===== src/design/mlc_map.vh =====
`ifndef MLC_MAP_VH
`define MLC_MAP_VH
// register indices, byte address is four times the index
`define MLC_IDX_TUNE1        8'h89
`define MLC_IDX_TUNE2        8'h8a
`define MLC_IDX_STATUS       8'h8b
// reset values
`define MLC_TUNE1_RST        32'h00000000
`define MLC_TUNE2_RST        32'h00000000
// first tuning register, writable bits 14..0
`define MLC_T1_MASK          32'h00007fff
`define MLC_T1_MOD_BIT       14
`define MLC_T1_WIN_HI        13
`define MLC_T1_WIN_LO        12
`define MLC_T1_DIV_HI        11
`define MLC_T1_DIV_LO        8
`define MLC_T1_STOPCFG_BIT   7
`define MLC_T1_THR_HI        6
`define MLC_T1_THR_LO        4
`define MLC_T1_SURGE_BIT     3
`define MLC_T1_DEADBAND_BIT  2
`define MLC_T1_VLOOP_OFF_BIT 1
`define MLC_T1_SLOWBRK_BIT   0
// second tuning register
`define MLC_T2_PARITY_BIT    31
`define MLC_T2_STOP_HI       30
`define MLC_T2_STOP_LO       28
`define MLC_T2_BRKTIME_HI    27
`define MLC_T2_BRKTIME_LO    24
`define MLC_T2_SPIN_HI       23
`define MLC_T2_SPIN_LO       20
`define MLC_T2_BRKSPD_HI     19
`define MLC_T2_BRKSPD_LO     16
`define MLC_T2_RES_HI        15
`define MLC_T2_RES_LO        8
`define MLC_T2_IND_HI        7
`define MLC_T2_IND_LO        0
// speed pulse window codes
`define MLC_WIN_ALWAYS       2'h0
`define MLC_WIN_CLOSED       2'h1
`define MLC_WIN_FIRST_OPEN   2'h2
// stop methods
`define MLC_STOP_TRISTATE    3'h0
`define MLC_STOP_RECIRC      3'h1
`define MLC_STOP_LOW_BRAKE   3'h2
// motor phases
`define MLC_PH_IDLE          2'h0
`define MLC_PH_ALIGN         2'h1
`define MLC_PH_OPEN          2'h2
`define MLC_PH_CLOSED        2'h3
// emf thresholds in millivolts
`define MLC_THR_MV0          8'h01
`define MLC_THR_MV1          8'h02
`define MLC_THR_MV2          8'h05
`define MLC_THR_MV3          8'h0a
`define MLC_THR_MV4          8'h14
`define MLC_THR_MV5          8'h1e
// axi responses
`define MLC_RESP_OKAY        2'h0
`define MLC_RESP_SLVERR      2'h2
`endif


===== src/design/mlc_loop_config.v =====
// Notes on behaviour
// modulation bit zero selects continuous, one selects discontinuous space vector modulation.
// window field: 0 open and closed loop, 1 closed only, 2 first-try open, 3 invalid.
// divider field divides speed pulses; codes 0 and 1 divide by one, fifteen maximum.
// stop-config zero: pulse while driven; one: pulse until back-emf falls below threshold.
// threshold codes 0..5 give 1,2,5,10,20,30 mV symmetric; codes 6 and 7 invalid.
// surge guard bit turns anti-surge protection off at zero, on at one.
// deadband correction bit turns deadtime compensation off at zero, on at one.
// velocity loop bit inverted: zero keeps speed loop running, one disables it.
// recirculation stop during align or open loop: tri-state at zero, low-side brake at one.
// second tuning register sits at index 8Ah and resets to all zeros.
// second register layout: parity 31, stop fields, resistance 15:8, inductance 7:0.
// stop method codes: tri-state, recirculation, low, high, spin-down, align braking.
`timescale 1ns/1ps
`include "mlc_map.vh"
module mlc_loop_config #(
   parameter ADDR_W = 12
) (
   input  wire              aclk,
   input  wire              aresetn,
   input  wire [ADDR_W-1:0] s_axi_awaddr,
   input  wire [2:0]        s_axi_awprot,
   input  wire              s_axi_awvalid,
   output wire              s_axi_awready,
   input  wire [31:0]       s_axi_wdata,
   input  wire [3:0]        s_axi_wstrb,
   input  wire              s_axi_wvalid,
   output wire              s_axi_wready,
   output wire [1:0]        s_axi_bresp,
   output wire              s_axi_bvalid,
   input  wire              s_axi_bready,
   input  wire [ADDR_W-1:0] s_axi_araddr,
   input  wire [2:0]        s_axi_arprot,
   input  wire              s_axi_arvalid,
   output wire              s_axi_arready,
   output wire [31:0]       s_axi_rdata,
   output wire [1:0]        s_axi_rresp,
   output wire              s_axi_rvalid,
   input  wire              s_axi_rready,
   input  wire [1:0]        motor_phase,
   input  wire              first_try,
   input  wire              rotor_event,
   input  wire [7:0]        emf_abs_mv,
   input  wire              stop_request,
   output wire              speed_pulse_output,
   output wire              modulation_discontinuous,
   output wire              anti_surge_protection,
   output wire              deadband_comp_enable,
   output wire              velocity_loop_enable,
   output wire [2:0]        stop_action,
   output wire              stop_active,
   output wire [3:0]        stop_brake_duration,
   output wire [3:0]        active_spin_down_limit,
   output wire [3:0]        brake_speed_threshold,
   output wire [7:0]        winding_resistance,
   output wire [7:0]        winding_inductance,
   output wire              tuning_parity
);

   // byte-lane merge of write data into an old value
   function [31:0] lane_merge;
      input [31:0] old_val;
      input [31:0] new_val;
      input [3:0]  strb;
      integer i;
      begin
         lane_merge = old_val;
         for (i = 0; i < 4; i = i + 1) begin
            if (strb[i]) begin
               lane_merge[i*8 +: 8] = new_val[i*8 +: 8];
            end
         end
      end
   endfunction

   // word index from a byte address, zero when misaligned, bit 8 set when out of range
   function [8:0] word_index;
      input [ADDR_W-1:0] addr;
      begin
         if (addr[1:0] != 2'b00) begin
            word_index = 9'h000;
         end else begin
            word_index = {1'b0, addr[9:2]} | {addr[ADDR_W-1:10] != 0, 8'h00};
         end
      end
   endfunction

   // threshold lookup in millivolts, zero for the invalid codes
   function [7:0] emf_threshold_mv;
      input [2:0] code;
      begin
         case (code)
            3'h0:    emf_threshold_mv = `MLC_THR_MV0;
            3'h1:    emf_threshold_mv = `MLC_THR_MV1;
            3'h2:    emf_threshold_mv = `MLC_THR_MV2;
            3'h3:    emf_threshold_mv = `MLC_THR_MV3;
            3'h4:    emf_threshold_mv = `MLC_THR_MV4;
            3'h5:    emf_threshold_mv = `MLC_THR_MV5;
            default: emf_threshold_mv = 8'h00;
         endcase
      end
   endfunction

   reg  [31:0]       tune1_reg;
   reg  [31:0]       tune2_reg;
   reg               aw_held_reg;
   reg  [ADDR_W-1:0] aw_addr_reg;
   reg               w_held_reg;
   reg  [31:0]       w_data_reg;
   reg  [3:0]        w_strb_reg;
   reg               bvalid_reg;
   reg  [1:0]        bresp_reg;
   reg               rvalid_reg;
   reg  [31:0]       rdata_reg;
   reg  [1:0]        rresp_reg;
   reg               pulse_run_reg;
   reg               pulse_out_reg;
   reg  [3:0]        pulse_cnt_reg;
   reg  [2:0]        stop_action_reg;
   reg               stop_active_reg;

   wire [1:0] win_sel;
   wire [3:0] div_code;
   wire [3:0] div_n;
   wire       stop_cfg;
   wire [2:0] thr_code;
   wire [2:0] stop_method;
   wire       window_open;
   wire       driven;
   wire       emf_below;
   wire       win_invalid;
   wire       thr_invalid;
   wire       stop_invalid;
   wire       wr_fire;
   wire [8:0] wr_idx;
   wire [8:0] rd_idx;
   wire [31:0] status_word;

   // field views of the first tuning register and the stop method of the second
   assign win_sel     = tune1_reg[`MLC_T1_WIN_HI:`MLC_T1_WIN_LO];
   assign div_code    = tune1_reg[`MLC_T1_DIV_HI:`MLC_T1_DIV_LO];
   assign stop_cfg    = tune1_reg[`MLC_T1_STOPCFG_BIT];
   assign thr_code    = tune1_reg[`MLC_T1_THR_HI:`MLC_T1_THR_LO];
   assign stop_method = tune2_reg[`MLC_T2_STOP_HI:`MLC_T2_STOP_LO];
   assign div_n       = (div_code < 4'h2) ? 4'h1 : div_code;
   assign win_invalid  = (win_sel == 2'h3);
   assign thr_invalid  = (thr_code > 3'h5);
   assign stop_invalid = (stop_method > 3'h5);

   // static control outputs
   assign modulation_discontinuous = tune1_reg[`MLC_T1_MOD_BIT];
   assign anti_surge_protection    = tune1_reg[`MLC_T1_SURGE_BIT];
   assign deadband_comp_enable     = tune1_reg[`MLC_T1_DEADBAND_BIT];
   assign velocity_loop_enable     = ~tune1_reg[`MLC_T1_VLOOP_OFF_BIT];

   // second tuning register fields
   assign tuning_parity          = tune2_reg[`MLC_T2_PARITY_BIT];
   assign stop_brake_duration    = tune2_reg[`MLC_T2_BRKTIME_HI:`MLC_T2_BRKTIME_LO];
   assign active_spin_down_limit = tune2_reg[`MLC_T2_SPIN_HI:`MLC_T2_SPIN_LO];
   assign brake_speed_threshold  = tune2_reg[`MLC_T2_BRKSPD_HI:`MLC_T2_BRKSPD_LO];
   assign winding_resistance     = tune2_reg[`MLC_T2_RES_HI:`MLC_T2_RES_LO];
   assign winding_inductance     = tune2_reg[`MLC_T2_IND_HI:`MLC_T2_IND_LO];

   // speed pulse window by loop state
   assign driven = (motor_phase != `MLC_PH_IDLE);
   assign window_open =
      (win_sel == `MLC_WIN_ALWAYS)     ? (motor_phase == `MLC_PH_OPEN) || (motor_phase == `MLC_PH_CLOSED) :
      (win_sel == `MLC_WIN_CLOSED)     ? (motor_phase == `MLC_PH_CLOSED) :
      (win_sel == `MLC_WIN_FIRST_OPEN) ? (motor_phase == `MLC_PH_CLOSED) ||
                                         ((motor_phase == `MLC_PH_OPEN) && first_try) :
      1'b0;

   // invalid threshold code never counts as below, the pulse keeps going
   assign emf_below = !thr_invalid && (emf_abs_mv < emf_threshold_mv(thr_code));

   // speed pulse run state and divided square wave
   always @(posedge aclk) begin
      if (!aresetn) begin
         pulse_run_reg <= 1'b0;
         pulse_out_reg <= 1'b0;
         pulse_cnt_reg <= 4'h0;
      end else begin
         if (driven && window_open) begin
            pulse_run_reg <= 1'b1;
         end else if (driven || !stop_cfg || emf_below) begin
            pulse_run_reg <= 1'b0;
         end
         if (!pulse_run_reg) begin
            pulse_out_reg <= 1'b0;
            pulse_cnt_reg <= 4'h0;
         end else if (rotor_event) begin
            if (pulse_cnt_reg + 4'h1 >= div_n) begin
               pulse_cnt_reg <= 4'h0;
               pulse_out_reg <= ~pulse_out_reg;
            end else begin
               pulse_cnt_reg <= pulse_cnt_reg + 4'h1;
            end
         end
      end
   end

   assign speed_pulse_output = pulse_out_reg;

   // stop action chosen from stop method and loop state
   always @(posedge aclk) begin
      if (!aresetn) begin
         stop_action_reg <= `MLC_STOP_TRISTATE;
         stop_active_reg <= 1'b0;
      end else begin
         stop_active_reg <= stop_request;
         if (stop_invalid) begin
            stop_action_reg <= `MLC_STOP_TRISTATE;
         end else if ((stop_method == `MLC_STOP_RECIRC) &&
                      ((motor_phase == `MLC_PH_ALIGN) || (motor_phase == `MLC_PH_OPEN))) begin
            stop_action_reg <= tune1_reg[`MLC_T1_SLOWBRK_BIT] ? `MLC_STOP_LOW_BRAKE
                                                              : `MLC_STOP_TRISTATE;
         end else begin
            stop_action_reg <= stop_method;
         end
      end
   end

   assign stop_action = stop_action_reg;
   assign stop_active = stop_active_reg;

   // status word: live state of the block
   assign status_word = {25'h0, stop_invalid, thr_invalid, win_invalid,
                         emf_below, window_open, pulse_run_reg, pulse_out_reg};

   // write channel: address and data held independently
   assign s_axi_awready = !aw_held_reg;
   assign s_axi_wready  = !w_held_reg;
   assign wr_fire = aw_held_reg && w_held_reg && !bvalid_reg;
   assign wr_idx  = word_index(aw_addr_reg);

   always @(posedge aclk) begin
      if (!aresetn) begin
         aw_held_reg <= 1'b0;
         aw_addr_reg <= {ADDR_W{1'b0}};
         w_held_reg  <= 1'b0;
         w_data_reg  <= 32'h00000000;
         w_strb_reg  <= 4'h0;
         bvalid_reg  <= 1'b0;
         bresp_reg   <= `MLC_RESP_OKAY;
         tune1_reg   <= `MLC_TUNE1_RST;
         tune2_reg   <= `MLC_TUNE2_RST;
      end else begin
         if (s_axi_awvalid && !aw_held_reg) begin
            aw_held_reg <= 1'b1;
            aw_addr_reg <= s_axi_awaddr;
         end
         if (s_axi_wvalid && !w_held_reg) begin
            w_held_reg <= 1'b1;
            w_data_reg <= s_axi_wdata;
            w_strb_reg <= s_axi_wstrb;
         end
         if (wr_fire) begin
            aw_held_reg <= 1'b0;
            w_held_reg  <= 1'b0;
            bvalid_reg  <= 1'b1;
            bresp_reg   <= `MLC_RESP_OKAY;
            if (wr_idx == {1'b0, `MLC_IDX_TUNE1}) begin
               tune1_reg <= lane_merge(tune1_reg, w_data_reg, w_strb_reg) & `MLC_T1_MASK;
            end else if (wr_idx == {1'b0, `MLC_IDX_TUNE2}) begin
               tune2_reg <= lane_merge(tune2_reg, w_data_reg, w_strb_reg);
            end else if (wr_idx != {1'b0, `MLC_IDX_STATUS}) begin
               bresp_reg <= `MLC_RESP_SLVERR;
            end
         end else if (bvalid_reg && s_axi_bready) begin
            bvalid_reg <= 1'b0;
         end
      end
   end

   assign s_axi_bvalid = bvalid_reg;
   assign s_axi_bresp  = bresp_reg;

   // read channel: one read at a time, data one cycle after the address
   assign s_axi_arready = !rvalid_reg;
   assign rd_idx = word_index(s_axi_araddr);

   always @(posedge aclk) begin
      if (!aresetn) begin
         rvalid_reg <= 1'b0;
         rdata_reg  <= 32'h00000000;
         rresp_reg  <= `MLC_RESP_OKAY;
      end else begin
         if (s_axi_arvalid && !rvalid_reg) begin
            rvalid_reg <= 1'b1;
            rresp_reg  <= `MLC_RESP_OKAY;
            if (rd_idx == {1'b0, `MLC_IDX_TUNE1}) begin
               rdata_reg <= tune1_reg;
            end else if (rd_idx == {1'b0, `MLC_IDX_TUNE2}) begin
               rdata_reg <= tune2_reg;
            end else if (rd_idx == {1'b0, `MLC_IDX_STATUS}) begin
               rdata_reg <= status_word;
            end else begin
               rdata_reg <= 32'h00000000;
               rresp_reg <= `MLC_RESP_SLVERR;
            end
         end else if (rvalid_reg && s_axi_rready) begin
            rvalid_reg <= 1'b0;
         end
      end
   end

   assign s_axi_rvalid = rvalid_reg;
   assign s_axi_rdata  = rdata_reg;
   assign s_axi_rresp  = rresp_reg;

endmodule


===== config.mk =====
export PLATFORM = sky130hd
export DESIGN_NAME = mlc_loop_config
export DESIGN_NICKNAME = d
export VERILOG_FILES = /design/src/design/mlc_loop_config.v
export VERILOG_INCLUDE_DIRS = /design/src /design/src/design
export SDC_FILE = /design/constraint.sdc
export NUM_CORES = 1
export LEC_CHECK = 0
export ABC_CLOCK_PERIOD_IN_PS = 3850
export BUFFER_PORTS_ARGS = -buffer_cell sky130_fd_sc_hd__buf_2
export CORE_ASPECT_RATIO = 0.5
export CORE_MARGIN = 2
export CORE_UTILIZATION = 54
export DETAILED_ROUTE_END_ITERATION = 8
export GPL_TIMING_DRIVEN = 1
export PLACE_DENSITY = 0.81
export SETUP_SLACK_MARGIN = 0.15
export SLEW_MARGIN = 10
export SYNTH_ARGS = -nofsm -noshare
export SYNTH_HDL_FRONTEND = slang
export SYNTH_SLANG_ARGS = --single-unit
export TNS_END_PERCENT = 5

===== constraint.sdc =====
create_clock -name aclk -period 3.85 [get_ports aclk]
set_input_delay 0.77 -clock aclk [delete_from_list [all_inputs] [get_ports aclk]]
set_output_delay 0.77 -clock aclk [all_outputs]
set_load 0.03 [all_outputs]

Word-level counts from Yosys, hierarchy flattened. Cells that the tools add are included.

Register bits after elaboration: 145. Bits in latches: 0. Bits in writable memories: 0. Bits in read-only memories: 0. Input port bits: 86. Word-level logic and storage cells: 118. Memories: 0.

$add $sub $neg: 1. $mul: 0. Div/mod/pow operators: 0. Order comparisons: 5. Equality and inequality tests: 18. Shift-type cells: 0. Mux-type cells: 25. Bitwise operators: 6. Reduce and logical (&&, ||, !) cells: 42.

Operators with widths (count): $mux 32 (2); $eq 9x8->1 const B (5); $pmux 5 s6 (1); $mux 9 (2); $or 8x9->9 (2); $reduce_and 4->1 (4); $reduce_bool 2->1 (8); $mux 2 (7); $logic_and 1x1->1 (11); $mux 1 (9); $ne 9x8->1 const B (1); $eq 2x2->1 const B (4); $lt 8x8->1 (1); $mux 4 (2); $mux 7 (1); $eq 3x1->1 const B (2); $eq 3x2->1 const B (2); $eq 3x3->1 const B (2); $gt 3x3->1 const B (2); $logic_not 1->1 (6); $reduce_and 3->1 (2); $logic_or 1x1->1 (5); $add 4x1->4 const B (1); $eq 2x1->1 const B (2); other kinds (8) (13).

Longest topological paths before layout.
Depth in word-level cells: 9. Mapped depth: 7.

Worst setup path after synthesis. Ideal clock, no wire load.

Path type: input-to-reg. Start: in s_axi_araddr[1]. End: reg rdata_reg[21], in the netlist s_axi_rdata[21]. Library setup time: 0.060 ns. Arrival time: 2.190 ns. Slack: 1.600 ns. Cell stages on the path: 5. Path buffers: 1. Cells stage by stage: nor4b_1 nand3_1 nor2_1 clkbuf_1 a22o_1.

Longest elaborated chain between the ends: 5. Elaborated cells between the ends (all ways): 6. Those cells by class: eq/ne: 2; mux: 3; reduce/logical: 1.

RTL lines: start: declaration (RTL line mlc_loop_config.v:32) `input wire [ADDR_W-1:0] s_axi_araddr,`; $reduce_bool 2->1 (*) (RTL line mlc_loop_config.v:80) `if (addr[1:0] != 2'b00) begin`; $mux 9 (*) (RTL line mlc_loop_config.v:80); $eq 9x8->1 (RTL line mlc_loop_config.v:293) `` end else if (rd_idx == {1'b0, `MLC_IDX_TUNE2}) begin ``; $mux 32 (RTL line mlc_loop_config.v:293); $mux 32 (*) (RTL line mlc_loop_config.v:291) `` if (rd_idx == {1'b0, `MLC_IDX_TUNE1}) begin ``; end signal: assignment (RTL line mlc_loop_config.v:292) `rdata_reg <= tune1_reg;`; end signal: assignment (RTL line mlc_loop_config.v:294) `rdata_reg <= tune2_reg;`; end signal: assignment (RTL line mlc_loop_config.v:296) `rdata_reg <= status_word;`; end: declaration (RTL line mlc_loop_config.v:114) `reg [31:0] rdata_reg;`.

Mark *: on every way between the ends. The rest lies on a longest branch, timed or not. A chain may end at the register's enable or synchronous reset.

Worst setup path after layout.
Start: reg aw_addr_reg[0]. End: reg tune1_reg[5].

Longest elaborated chain between the ends: 4.

RTL lines: start: declaration (RTL line mlc_loop_config.v:107) `reg [ADDR_W-1:0] aw_addr_reg;`; start signal: assignment (RTL line mlc_loop_config.v:239) `aw_addr_reg <= {ADDR_W{1'b0}};`; start signal: assignment (RTL line mlc_loop_config.v:250) `aw_addr_reg <= s_axi_awaddr;`; $reduce_bool 2->1 (RTL line mlc_loop_config.v:80); $mux 9 (RTL line mlc_loop_config.v:80); $eq 9x8->1 (RTL line mlc_loop_config.v:262) `` if (wr_idx == {1'b0, `MLC_IDX_TUNE1}) begin ``; $reduce_and 3->1 (no line); end signal: assignment (RTL line mlc_loop_config.v:245) `` tune1_reg <= `MLC_TUNE1_RST; ``; end signal: assignment (RTL line mlc_loop_config.v:263) `` tune1_reg <= lane_merge(tune1_reg, w_data_reg, w_strb_reg) & `MLC_T1_MASK; ``; end: declaration (RTL line mlc_loop_config.v:104) `reg [31:0] tune1_reg;`.

Every way passes these cells.

==> flow_summary.json <==
{
  "initial_util": 0.549,
  "grt.met2_usage": 0.413,
  "layout_commonest_cell": "nand2_1",
  "worst-slew-pin-transition_ps": 981,
  "finClkSkew_ps": 6.90,
  "cts-buffers-inserted": 17,
  "place.port_buffers": 156,
  "ys_seq_area_frac": 0.478,
  "power-per-cell-area_nw_per_um2": 497,
  "syn_to_final_growth_pct": 22.3,
  "global_route_wire_length_before_repair_mm": 23.5,
  "netlist.area_leader.share": 0.478,
  "grt_antenna_before_repair": 0,
  "syn_area_per_cell_um2": 8.76,
  "synth_top_cells_by_area": "dfxtp_1 (48%), nand2_1 (12%), mux2i_1 (6.7%)",
  "die_h_um": 78.5,
  "global_routing_s_busiest_layer": "met2",
  "grt_max_degree": 54,
  "cts.repair.resized": 0,
  "timing.critical_path.cells": "or4b_4, nor4_1, nand2_1, mux2i_1",
  "place_worst_setup_slack_ps": 1220,
  "routed_wirelength_mm": 14.6,
  "ant_nets": 0,
  "critPathMaxFanout": 8,
  "drt_first_iter_violations": 253,
  "via_count": 5208,
  "coreArea_um2": 10900,
  "clock_tree.buffer_depth": 2,
  "layout_setup_ws_ps": 1470,
  "grt_use_met3": 0.0613,
  "cts.sink_count": 143,
  "global_route.usage.met1": 0.294,
  "netlist_instances": 684,
  "yosys_warnings": 0,
  "die_w_um": 153,
  "clock_tree_from_tritoncts": "yes",
  "cellLeakagePower_nw": 3.46,
  "grt_pass1_vias": 4923,
  "drc_errors": 0,
  "grtUsageTotal": 0.245,
  "worst-endpoint-required_ps": 4180,
  "ys_types": 50,
  "grt_setup_unrepaired": "false",
  "slowest_stage": "nor4_1",
  "final_net_count": 901,
  "post-route-cell-area_um2": 7320,
  "maxSlewHeadroom": 0.345,
  "core.rowCount": 27,
  "antenna_cells": 0,
  "hp-class": "reg2reg",
  "synth.largest_area_cell": "dfxtp_1",
  "cap_violations": 0,
  "clock_insertion_delay_worst_skew_ps": 420,
  "place.detailed.hpwl_mm": 10.1,
  "finalSetupViolCount": 0,
  "htree_num_levels": 4,
  "post-route-period-util": 0.619,
  "layout.cells.most_common_list": "nand2_1 (196), buf_2 (156), dfxtp_1 (143)",
  "synth-main-ff-cell": "dfxtp_1",
  "layout.filler_cells": 923,
  "dr.pass1.iters": 5,
  "buffer_type_at_the_clock_tree_root": "clkbuf_16",
  "max-vdd-ir-drop_uv": 343,
  "cp.arrival_ps": 2720,
  "setup.worst_path.start_class": "flop",
  "synth-async-reset-ratio": 0,
  "fp.dieArea_um2": 12000,
  "average_via_count_per_standard_cell": 5.43,
  "cts_hold_buf": 0,
  "post_dp_cell_area_um2": 6650,
  "clkTransAtPathRegs_ps": 60,
  "worstSetupPathType": "reg2reg",
  "timing.critical_path.slowest_cell_delay_ps": 610,
  "post_cts_setup_buffer_count": 0,
  "overflow": 0,
  "synth_edf_count": 0,
  "maxClockFrequency_ghz": 0.420,
  "finalMaxSlewViolations": 0,
  "shortest_period_the_worst_path_allows_ps": 2380,
  "wl_per_cell_um": 15.2,
  "io-pin-count": 165,
  "drive_gt1_frac": 0.258,
  "setup_total_negative_slack_ps": 0,
  "finalHoldViolCount": 0,
  "place_congestion": 0.815,
  "mappedNetlistArea_um2": 5990,
  "yosys_register_bits": 143,
  "status": "finished, final reports clean",
  "crit_path_end_kind": "flop"
}
per-stage QoR:
stage / hold WS [ps] / utilization / std cells / total power, W
floorplan: 432 / - / 685 / 0.00171
global placement: 436 / 0.609 / 929 / 0.00178
detailed placement: 447 / 0.609 / 929 / 0.00179
CTS: 455 / 0.671 / 960 / 0.00366
global route: 465 / 0.671 / 960 / 0.00375
finish: 452 / 0.671 / 960 / 0.00364
cells by family after synthesis:
family / after synthesis / synth area share
AO/OA/AOI/OAI: 139 / 0.152
XOR/XNOR: 6 / 0.00877
adder cells (fa/ha/maj): 12 / 0.0251
buffers and inverters: 83 / 0.0746
flip-flops: 143 / 0.478
multiplexers: 41 / 0.0687
other: 1 / 0.000626
AND/OR/NAND/NOR: 259 / 0.193
area by class of cell:
type | instances | area [um^2] | area share
repair buffers | 165 | 848 | 0.116
clock inverters | 10 | 206 | 0.0282
inverters | 17 | 63.8 | 0.00871
clock buffers | 21 | 470 | 0.0642
well taps | 145 | 181 | 0.0248
flip-flops and latches | 143 | 2860 | 0.391
multi-input cells | 459 | 2690 | 0.367
layer usage:
metal	wire [um]	part of all wire	vias up
met3	711	0.049	37
met4	395	0.027	0
met5	0	0	-
li1	-	-	2554
met1	6350	0.43	2445
met2	7180	0.49	172
cells in the mapped netlist, drive strengths merged, types with 2 or more instances:
cell type	instances
nor2	13
o221a	2
nor2b	4
o21ai	17
a31o	2
nor3b	2
a21boi	2
and2	9
a22oi	13
buf	33
a21oi	61
mux2i	40
a211oi	6
nand2b	7
nand3	5
xnor2	2
nand2	199
nor4	5
inv	17
nor3	2
a22o	17
ha	12
nand4	4
a31oi	2
clkbuf	33
xor2	4
nor4b	2
a41o	8
or4bb	2
dfxtp	143
worst max-delay path, delay by kind of cell (launching register included):
| kind | cells | cell delay (ps) |
|---|---|---|
| muxes | 1 | 290 |
| and+or+nand+nor | 3 | 1690 |
| DFF | 1 | 310 |
where the power goes:
part | switching, W | internal [W] | leakage (nW) | total, W
sequential | 0.0000253 | 0.00152 | 1.16 | 0.00154
combinational | 0.000138 | 0.0000796 | 1.97 | 0.000218
clock | 0.000618 | 0.00126 | 0.330 | 0.00188
final timing paths:
kind	slack [ps]	from	endpoint	cells after the start
min reg2reg	450	s_axi_rdata[6]	s_axi_rdata[6]	2
max reg2reg	1470	aw_addr_reg[0]	tune1_reg[5]	4
min	450	s_axi_rdata[6]	s_axi_rdata[6]	2
max	1470	aw_addr_reg[0]	tune1_reg[5]	4
Note: power is estimated with default switching activity, not from simulation.
